==> config.mk <==
export PLATFORM = sky130hd
export DESIGN_NAME = switch_monitor_serial_port
export DESIGN_NICKNAME = d
export VERILOG_FILES = /design/src/switch_monitor_pkg.sv /design/src/wetting_timer.sv /design/src/switch_monitor_serial_port.sv
export VERILOG_INCLUDE_DIRS = /design/src
export SDC_FILE = /design/constraint.sdc
export NUM_CORES = 1
export LEC_CHECK = 0
export BUFFER_PORTS_ARGS = -buffer_cell sky130_fd_sc_hd__buf_2
export CAP_MARGIN = 20
export CORE_ASPECT_RATIO = 1.2
export CORE_UTILIZATION = 50
export DETAILED_ROUTE_END_ITERATION = 7
export HOLD_SLACK_MARGIN = 0.03
export MAX_ROUTING_LAYER = met4
export PLACE_DENSITY_LB_ADDON = 0.2
export SETUP_SLACK_MARGIN = 0.05
export SLEW_MARGIN = 10
export SYNTH_ARGS = -nofsm -noshare
export SYNTH_HDL_FRONTEND = slang
export SYNTH_HIERARCHICAL = 1
export SYNTH_SLANG_ARGS = --single-unit
==> constraint.sdc <==
create_clock -name mclk -period 6.46 [get_ports mclk]
set_clock_uncertainty 0.05 [all_clocks]
set_input_delay 0.969 -clock mclk [delete_from_list [all_inputs] [get_ports mclk]]
set_output_delay 0.969 -clock mclk [all_outputs]
set_load 0.005 [all_outputs]
==> src/switch_monitor_defines.svh <==
`ifndef SWITCH_MONITOR_DEFINES_SVH
`define SWITCH_MONITOR_DEFINES_SVH

// switch count and word geometry
`define NUM_SW 12
`define WORD_W 16
`define BITCNT_W 5
`define CMD_HI 15
`define CMD_LO 12

// command codes, top four bits of the command word
`define CMD_SLEEP 4'h0
`define CMD_RUN 4'h1
`define CMD_TRI 4'h3
`define CMD_METAL 4'h5

// field positions inside the run command
`define RUN_MODE_HI 11
`define RUN_MODE_LO 10
`define RUN_CP_HI 3
`define RUN_CP_LO 0

// response word layout
`define RSP_SW_HI 11
`define RSP_SW_LO 0
`define RSP_ROLE 12
`define RSP_INT 13
`define RSP_MODE_HI 15
`define RSP_MODE_LO 14

// mode field encodings
`define MODE_SLEEP 2'h0
`define MODE_NORMAL 2'h1
`define MODE_POLL 2'h2
`define MODE_POLLT 2'h3

// timing: mclk 20 MHz
`define MCLK_HZ 20000000
`define SUSTAIN_MS 20
`define SUSTAIN_CYC ((`MCLK_HZ / 1000) * `SUSTAIN_MS)
`define POLL_ON_CYC 16'h0100
`define POLL_OFF_CYC 16'h4000

`endif

==> src/switch_monitor_pkg.sv <==
package switch_monitor_pkg;

    typedef enum logic [3:0]
    {
        ST_SLEEP = 4'b0001,
        ST_NORMAL = 4'b0010,
        ST_POLL_ON = 4'b0100,
        ST_POLL_OFF = 4'b1000
    } op_state_t;

    typedef logic [15:0] word_t;

endpackage

==> src/wetting_timer.sv <==
`timescale 1ns/1ps
`include "switch_monitor_defines.svh"

module wetting_timer #(
    parameter int unsigned SUSTAIN_CYCLES = `SUSTAIN_CYC
)
(
    input wire logic mclk,
    input wire logic rst,
    input wire logic ce,
    input wire logic enable,
    input wire logic closed,
    output logic highCurrent
);

    logic [19:0] count_reg;

    ////////////////////////////////////////////////////////////////
    // high pulse while closed, sustain after the timeout
    always_ff @(posedge mclk or posedge rst)
    begin
        if (rst)
        begin
            count_reg <= 20'h00000;
        end
        else if (ce)
        begin
            if (!enable || !closed)
            begin
                count_reg <= 20'h00000;
            end
            else if (count_reg != SUSTAIN_CYCLES[19:0])
            begin
                count_reg <= count_reg + 20'h00001;
            end
        end
    end

    // open switch sits at sustain level until it closes
    assign highCurrent = enable && closed && (count_reg != SUSTAIN_CYCLES[19:0]);

endmodule // wetting_timer

==> src/switch_monitor_serial_port.sv <==
`timescale 1ns/1ps
`include "switch_monitor_defines.svh"

// Behaviour
// - closed switch drops from pulse to sustain wetting current after 20 ms
// - response carries switch status, role, interrupt flag and mode
// - chained devices pass data through over 32 host clocks
// - command in and status out only while chip select low
// - select fall enables output, captures interrupt, mode and switches
// - select rise floats output, releases interrupt, applies command, resumes
// - serial input sampled into 16-bit shifter on rising serial clock
// - serial output advances on each falling serial clock
// - deselected: serial clock and input ignored, output floats
// - status bit is 0 for open, 1 for closed
// - select fall shows bit 15, each falling clock the next lower
// - both words travel msb first through one shift register
// - role select: master keeps oscillator, slave stops it between polls
// - master paces polls and wakes slaves; slave samples on wake
// - normal mode: any switch change asserts interrupt
// - interrupt flag is inverse of captured interrupt pin
// - polling: interrupt only during the poll on phase
// - reset clears state, floats switch inputs, enters sleep
// - sleep left only by a valid command word
// - command codes sleep, run, tri-state, metallic, test; others ignored
// - status reflects previous command, not the one shifting in
// - polling: a closed switch interrupts and returns to normal mode

module switch_monitor_serial_port
    import switch_monitor_pkg::*;
#(
    parameter int unsigned SUSTAIN_CYCLES = `SUSTAIN_CYC
)
(
    input wire logic mclk,
    input wire logic rst,
    input wire logic ce,
    input wire logic resetIn_n,
    input wire logic chipSelect_n,
    input wire logic sclk,
    input wire logic sdi,
    output logic sdo,
    output logic sdoOe,
    input wire logic [`NUM_SW-1:0] switchIn,
    input wire logic roleSelect,
    input wire logic wakeIn,
    output logic wakeOut,
    output logic oscRun,
    output logic irqOut_n,
    output logic irqOutOe,
    output logic [`NUM_SW-1:0] inputTristate,
    output logic [`NUM_SW-1:0] pulseCurrent,
    output logic [`NUM_SW-1:0] metallicSel,
    output logic testMode
);

    ////////////////////////////////////////////////////////////////
    // two-stage synchronisers for every pin input except roleSelect
    logic [4:0] syncA_reg;
    logic [4:0] syncB_reg;
    logic [`NUM_SW-1:0] swA_reg;
    logic [`NUM_SW-1:0] swB_reg;

    always_ff @(posedge mclk or posedge rst)
    begin
        if (rst)
        begin
            // idle pin levels, so no false wake or clock edge follows reset
            syncA_reg <= 5'h18;
            syncB_reg <= 5'h18;
            swA_reg <= '0;
            swB_reg <= '0;
        end
        else if (ce)
        begin
            syncA_reg <= {resetIn_n, chipSelect_n, sclk, sdi, wakeIn};
            syncB_reg <= syncA_reg;
            swA_reg <= switchIn;
            swB_reg <= swA_reg;
        end
    end

    logic resetS_n;
    logic csS_n;
    logic sclkS;
    logic sdiS;
    logic wakeS;
    assign {resetS_n, csS_n, sclkS, sdiS, wakeS} = syncB_reg;

    ////////////////////////////////////////////////////////////////
    // edge detection on synchronised select and serial clock
    logic csPrev_reg;
    logic sclkPrev_reg;
    logic wakePrev_reg;

    always_ff @(posedge mclk or posedge rst)
    begin
        if (rst)
        begin
            csPrev_reg <= 1'b1;
            sclkPrev_reg <= 1'b0;
            wakePrev_reg <= 1'b0;
        end
        else if (ce)
        begin
            csPrev_reg <= csS_n;
            sclkPrev_reg <= sclkS;
            wakePrev_reg <= wakeS;
        end
    end

    logic csFall;
    logic csRise;
    logic sclkRise;
    logic sclkFall;
    logic wakeRise;
    assign csFall = csPrev_reg && !csS_n;
    assign csRise = !csPrev_reg && csS_n;
    // clock edges count only while selected
    assign sclkRise = !csS_n && !csPrev_reg && sclkS && !sclkPrev_reg;
    assign sclkFall = !csS_n && !csPrev_reg && !sclkS && sclkPrev_reg;
    assign wakeRise = wakeS && !wakePrev_reg;

    ////////////////////////////////////////////////////////////////
    // configuration state, cleared by the reset pin
    op_state_t state_reg;
    logic [1:0] runMode_reg;
    logic [3:0] cpBattery_reg;
    logic [`NUM_SW-1:0] triCfg_reg;
    logic [`NUM_SW-1:0] metalCfg_reg;
    logic test_reg;
    logic irqAct_reg;
    logic [`NUM_SW-1:0] swLast_reg;

    logic sleeping;
    logic pollOn;
    logic sensing;
    assign sleeping = (state_reg == ST_SLEEP);
    assign pollOn = (state_reg == ST_POLL_ON);
    assign sensing = (state_reg == ST_NORMAL) || pollOn;

    // inputs arrive as closed=1; floated or unsensed inputs read open
    logic [`NUM_SW-1:0] closedNow;
    assign closedNow = sensing ? (swB_reg & ~triCfg_reg) : '0;

    ////////////////////////////////////////////////////////////////
    // one shift register for command in and status out
    word_t shift_reg;
    logic [`BITCNT_W-1:0] bitCnt_reg;
    logic sdo_reg;
    logic sdoOe_reg;
    word_t status;

    // mode 15:14, flag 13, role 12, switches 11:0
    always_comb
    begin
        status = '0;
        status[`RSP_SW_HI:`RSP_SW_LO] = closedNow;
        status[`RSP_ROLE] = roleSelect;
        status[`RSP_INT] = irqAct_reg;
        status[`RSP_MODE_HI:`RSP_MODE_LO] = sleeping ? `MODE_SLEEP : runMode_reg;
    end

    always_ff @(posedge mclk or posedge rst)
    begin
        if (rst)
        begin
            shift_reg <= '0;
            bitCnt_reg <= '0;
            sdo_reg <= 1'b0;
            sdoOe_reg <= 1'b0;
        end
        else if (ce)
        begin
            if (!resetS_n)
            begin
                shift_reg <= '0;
                bitCnt_reg <= '0;
                sdo_reg <= 1'b0;
                sdoOe_reg <= 1'b0;
            end
            else if (csFall)
            begin
                shift_reg <= status;
                sdo_reg <= status[`WORD_W-1];
                sdoOe_reg <= 1'b1;
                bitCnt_reg <= '0;
            end
            else if (csRise)
            begin
                sdoOe_reg <= 1'b0;
            end
            else if (sclkRise)
            begin
                // shifting through lets a chain pass words on
                shift_reg <= {shift_reg[`WORD_W-2:0], sdiS};
                // folds back to 16 so a chained 32-bit transfer still ends on a word
                bitCnt_reg <= (bitCnt_reg == 5'h1f) ? 5'h10 : bitCnt_reg + 5'h01;
            end
            else if (sclkFall)
            begin
                sdo_reg <= shift_reg[`WORD_W-1];
            end
        end
    end

    assign sdo = sdo_reg;
    assign sdoOe = sdoOe_reg;

    // a word counts only if a multiple of sixteen bits arrived
    logic cmdValid;
    logic [3:0] cmdCode;
    assign cmdValid = csRise && (bitCnt_reg[3:0] == 4'h0) && (bitCnt_reg != 5'h00);
    assign cmdCode = shift_reg[`CMD_HI:`CMD_LO];

    ////////////////////////////////////////////////////////////////
    // poll timing; a slave waits for the master's wake instead
    logic [15:0] pollCnt_reg;
    logic pollEnd;
    logic wakeNow;
    assign pollEnd = (pollCnt_reg == 16'h0000);
    assign wakeNow = roleSelect ? pollEnd : wakeRise;

    always_ff @(posedge mclk or posedge rst)
    begin
        if (rst)
        begin
            pollCnt_reg <= '0;
        end
        else if (ce)
        begin
            if (!resetS_n || !(state_reg == ST_POLL_OFF || pollOn))
            begin
                pollCnt_reg <= '0;
            end
            else if (pollEnd)
            begin
                pollCnt_reg <= pollOn ? `POLL_OFF_CYC : `POLL_ON_CYC;
            end
            else
            begin
                pollCnt_reg <= pollCnt_reg - 16'h0001;
            end
        end
    end

    ////////////////////////////////////////////////////////////////
    // operating state and command application
    always_ff @(posedge mclk or posedge rst)
    begin
        if (rst)
        begin
            state_reg <= ST_SLEEP;
            runMode_reg <= `MODE_NORMAL;
            cpBattery_reg <= '0;
            triCfg_reg <= '0;
            metalCfg_reg <= '0;
            test_reg <= 1'b0;
        end
        else if (ce)
        begin
            if (!resetS_n)
            begin
                state_reg <= ST_SLEEP;
                runMode_reg <= `MODE_NORMAL;
                cpBattery_reg <= '0;
                triCfg_reg <= '0;
                metalCfg_reg <= '0;
                test_reg <= 1'b0;
            end
            else if (cmdValid)
            begin
                if (cmdCode[3])
                begin
                    test_reg <= 1'b1;
                end
                else if (cmdCode == `CMD_SLEEP)
                begin
                    state_reg <= ST_SLEEP;
                end
                else if (cmdCode == `CMD_RUN)
                begin
                    runMode_reg <= shift_reg[`RUN_MODE_HI:`RUN_MODE_LO];
                    cpBattery_reg <= shift_reg[`RUN_CP_HI:`RUN_CP_LO];
                    state_reg <= (shift_reg[`RUN_MODE_HI:`RUN_MODE_LO] == `MODE_POLL ||
                                  shift_reg[`RUN_MODE_HI:`RUN_MODE_LO] == `MODE_POLLT) ? ST_POLL_OFF : ST_NORMAL;
                end
                else if (cmdCode == `CMD_TRI)
                begin
                    triCfg_reg <= shift_reg[`NUM_SW-1:0];
                    state_reg <= sleeping ? ST_NORMAL : state_reg;
                end
                else if (cmdCode == `CMD_METAL)
                begin
                    metalCfg_reg <= shift_reg[`NUM_SW-1:0];
                    state_reg <= sleeping ? ST_NORMAL : state_reg;
                end
            end
            else
            begin
                case (state_reg)
                    ST_POLL_OFF:
                    begin
                        if (wakeNow)
                        begin
                            state_reg <= ST_POLL_ON;
                        end
                    end
                    ST_POLL_ON:
                    begin
                        if (|closedNow)
                        begin
                            state_reg <= ST_NORMAL;
                            runMode_reg <= `MODE_NORMAL;
                        end
                        else if (roleSelect && pollEnd)
                        begin
                            state_reg <= ST_POLL_OFF;
                        end
                        else if (!roleSelect && !wakeS)
                        begin
                            state_reg <= ST_POLL_OFF;
                        end
                    end
                    default:
                    begin
                        state_reg <= state_reg;
                    end
                endcase
            end
        end
    end

    ////////////////////////////////////////////////////////////////
    // interrupt: change in normal, closure in the poll on phase
    always_ff @(posedge mclk or posedge rst)
    begin
        if (rst)
        begin
            irqAct_reg <= 1'b0;
            swLast_reg <= '0;
        end
        else if (ce)
        begin
            swLast_reg <= closedNow;
            if (!resetS_n)
            begin
                irqAct_reg <= 1'b0;
            end
            else if (state_reg == ST_NORMAL && closedNow != swLast_reg)
            begin
                irqAct_reg <= 1'b1;
            end
            else if (pollOn && |closedNow)
            begin
                irqAct_reg <= 1'b1;
            end
            else if (csRise)
            begin
                irqAct_reg <= 1'b0;
            end
        end
    end

    // open drain: drive low only when asserted
    assign irqOut_n = 1'b0;
    assign irqOutOe = irqAct_reg;

    ////////////////////////////////////////////////////////////////
    // oscillator, wake output and per-input current control
    assign oscRun = !sleeping && (roleSelect || state_reg != ST_POLL_OFF);
    assign wakeOut = roleSelect && pollOn;
    assign inputTristate = (sleeping || state_reg == ST_POLL_OFF) ? '1 : triCfg_reg;
    assign metallicSel = metalCfg_reg;
    assign testMode = test_reg;

    genvar gi;
    generate
        for (gi = 0; gi < `NUM_SW; gi++)
        begin : g_wet
            wetting_timer #(
                .SUSTAIN_CYCLES(SUSTAIN_CYCLES)
            ) u_wet (
                .mclk(mclk),
                .rst(rst),
                .ce(ce),
                .enable(sensing && !triCfg_reg[gi]),
                .closed(closedNow[gi]),
                .highCurrent(pulseCurrent[gi])
            );
        end
    endgenerate

endmodule // switch_monitor_serial_port

==> summary.md <==
| Metric | Value |
|---|---|
| Flop-to-flop setup slack | `3200 ps` |
| Final worst setup slack | `2310 ps` |
| Via Count | `18,120` |
| Setup crit end kind | `primary output` |
| Final setup violating endpoints | `0` |
| NumNets Final | `2,322` |
| Die area | `44,350 sq um` |
| Post-synthesis instance total | `2,302` |
| CP max-delay cell | `xnor2_1` |
| Logic pwr share | `0.158` |
| Clock sinks | `360` |
| Crit path buf inv count | `2` |
| Commonest cells in the netlist | `dfrtp_1, nand2_1, nand3_1` |
| CP endpoint | `pulseCurrent[3]` |
| Mapped Avg Cell Area | `9.450 sq um` |
| Worst-case clock buffer depth | `3` |
| Slew Limit Fails | `0` |
| Final WL | `53,710 um` |
| Num rows | `83` |
| Total GRT Usage | `0.2524` |
| Critical Path AT | `3130 ps` |
| Crit-path max cell delay | `580 ps` |
| Final Hold Fails | `0` |
| FMAX | `241.0 MHz` |
| Layout area overhead | `7.368%` |
| Number of synthesized flops with an enable pin | `0` |
| Flops & latches, synth | `360` |
| IO Port Bufs | `62` |
| Crit path cell chain | `xnor2_1 -> nand2b_1 -> buf_4 -> nor2_1 -> nand2_1 -> nor2_1 -> buf_2` |
| Clock share of power | `0.426` |
| Main synth FF type | `dfrtp_1` |
| Vias per cell | `6.347` |
| Failing checks | `DRC` |
| Yosys top cell by area | `dfrtp_1` |
| CTS tree | `done` |
| Most common cell in the synthesized netlist | `dfrtp_1` |
| RSZ-0062 raised after global routing | `false` |
| LEAKAGE | `10.56 nW` |
| Clk Tree Root Cell | `clkbuf_16` |
| Worst R2R Path Depth | `8` |
| CTS-repair resized insts | `0` |
| Drt drc | `13` |
| Switching power total | `0.001681 W` |
| TritonCTS Buffers | `41` |
| Maximum fanout along the worst path | `16` |
| Crit share post-route | `0.6424` |
| Initial antenna violation count | `0` |
| Switching Share | `0.2808` |
| Reg2reg end | `g_wet[8].u_wet/count_reg[2]` |
| # hold bufs at CTS | `0` |
| Post CTS Setup Buffer Count | `0` |
| ANT nets after route | `0` |
| Final Cell Area | `23,360 sq um` |
| Place WS | `2918 ps` |
| Synth top area cells | `dfrtp_1, nand2_1, nand3_1` |
| Worst Hold Class | `reg2reg` |
| Share of the synthesized area in the top cell type | `0.4061` |
| TritonRoute pass-1 iters | `7` |
| MaxCap Viol Count | `0` |
| Max FFs per register | `240` |
| Power Internal | `0.004306 W` |
| Vias in the first global route | `17,270` |
| Netlist cell types | `79` |
| Max IR drop VDD | `0.0001622 V` |
| FF-to-FF Start | `state_reg[2]` |
| Status | `complete, but fails checks` |
| Largest net degree at the start of global routing | `74` |
| Post-synthesis sequential area ratio | `0.4145` |
| Clk slew on worst S/H paths | `60 ps` |
| Placer Congestion | `0.8854` |
| Antenna diodes | `0` |
| Global-route wire length before repair | `88,960 um` |
| Die Span Y | `230.5 um` |
| 1st-iter DRT viols | `1,203` |
| Startpoint types | `register` |
| Grt ovf | `0` |
| Crit path depth | `7` |
| Routed len/inst | `18.81 um` |
| Setup TNS | `0 ps` |
| Mapped Area | `21,750 sq um` |
| Starting Density | `0.5072` |
| Pin slew with the least headroom to its limit | `1104 ps` |
| Synthesis Warnings | `6` |
| Most frequent cell on the critical path | `nor2_1` |
| Sequential Power Share | `0.416` |
| Pwr per Cell Area | `256.3 nW/um^2` |
| Period minus WS final | `4150 ps` |
| CP required | `5440 ps` |
| Synth async-reset ratio | `1.000` |
| Share of layout cells above drive strength 1 | `0.1407` |
| IO Pins | `64` |
| Post-Syn Nets | `2,351` |
| CP top delay family | `simple AND/OR/NAND/NOR gates` |
| H-tree levels | `2` |
| Later-pin clock latency in the skew report | `550 ps` |
| Critical path startpoint | `state_reg[2]` |
| Dpl cell area | `21,890 sq um` |
| Die width | `192.4 um` |
| Critical path class | `reg2out` |
| DP Wirelength | `36,530 um` |
| Area of the core | `42,890 sq um` |
| Slew headroom | `0.2638` |
[cell usage in the layout, fill, tap and decap left out, types with 27 or more instances in the layout]
master     synthesis  layout
dfrtp_1          353     353
nand2_1          220     220
nand3_1          164     164
nor2_1           134     134
o21ai_0          126     126
inv_1            103     102
a21oi_1           96      95
nand4_1           74      74
o211ai_1          61      61
buf_2             18      61
mux2_2            57      57
and4_2            56      56
or4_1             49      49
clkbuf_16          0      41
nor4_1            39      39
and2_1            38      38
nand2b_1          35      35
nor3_1            34      34
o31ai_1           30      30
ha_1              28      28
a21o_1            27      27
nor4b_1           27      27
[worst min path at each step]
| stage | from | to | slack (ps) | cells past startpoint |
|---|---|---|---|---|
| detailed placement | runMode_reg[1] | runMode_reg[1] | 420 | 1 |
| CTS | syncA_reg[4] | syncB_reg[4] | 440 | 2 |
| global route | runMode_reg[0] | runMode_reg[0] | 470 | 2 |
| global placement | runMode_reg[0] | runMode_reg[0] | 410 | 2 |
| finish | syncA_reg[4] | syncB_reg[4] | 440 | 2 |
| floorplan | runMode_reg[0] | runMode_reg[0] | 400 | 2 |
[metal layers]
layer | global-route usage | up-vias | wire, um
li1 | - | 8607 | -
met1 | 0.3208 | 8951 | 23640
met2 | 0.4083 | 463 | 25980
met3 | 0.03147 | 100 | 2379
met4 | 0.09892 | 0 | 1716
met5 | - | - | 0
[worst register-to-register path: cells and delay by family, from the launching register on]
kind	cells	cell delay, ps
buffers and inverters	1	350
DFF	1	460
and+or+nand+nor	4	1210
xor gates and xnor gates	1	580
AOI/OAI and AO/OA	2	480
[per-stage QoR]
step | std cells | hold slack, ps | power (W) | util
6_report | 2855 | 439.8 | 0.005987 | 0.5446
5_1_grt | 2855 | 469.3 | 0.006253 | 0.5446
4_1_cts | 2855 | 440.3 | 0.006054 | 0.5446
3_5_place_dp | 2782 | 422.7 | 0.003470 | 0.5103
3_3_place_gp | 2782 | 412.9 | 0.003449 | 0.5103
2_1_floorplan | 2302 | 399.0 | 0.003145 | -
[power groups by stage]
stage / Combinational [W] / Sequential (W) / Clock (W)
finish: 0.000945 / 0.00249 / 0.00255
global route: 0.00104 / 0.00251 / 0.00270
CTS: 0.000947 / 0.00249 / 0.00262
detailed placement: 0.000941 / 0.00253 / 0
global placement: 0.000927 / 0.00252 / 0
floorplan: 0.000674 / 0.00247 / 0
[logic make-up after synthesis]
group           after synthesis  synth area share
compound gates              527            0.1671
xor+xnor                     27           0.01087
fa+ha+maj                    28           0.01611
buf+inv                     244           0.06057
flops                       360            0.4145
mux                          98           0.05320
other cells                   1         0.0001724
simple gates               1017            0.2774
[cell type report]
type | instances | area (sq um)
Clock buffer | 58 | 1190
Clock inverter | 15 | 277.8
Fill cell | 3774 | 19530
Inverter | 103 | 389.1
Multi-Input combinational cell | 1698 | 11420
Sequential cell | 360 | 9017
Tap cell | 552 | 690.7
Timing Repair Buffer | 69 | 369.1
Power figures use the tool's default switching activity.
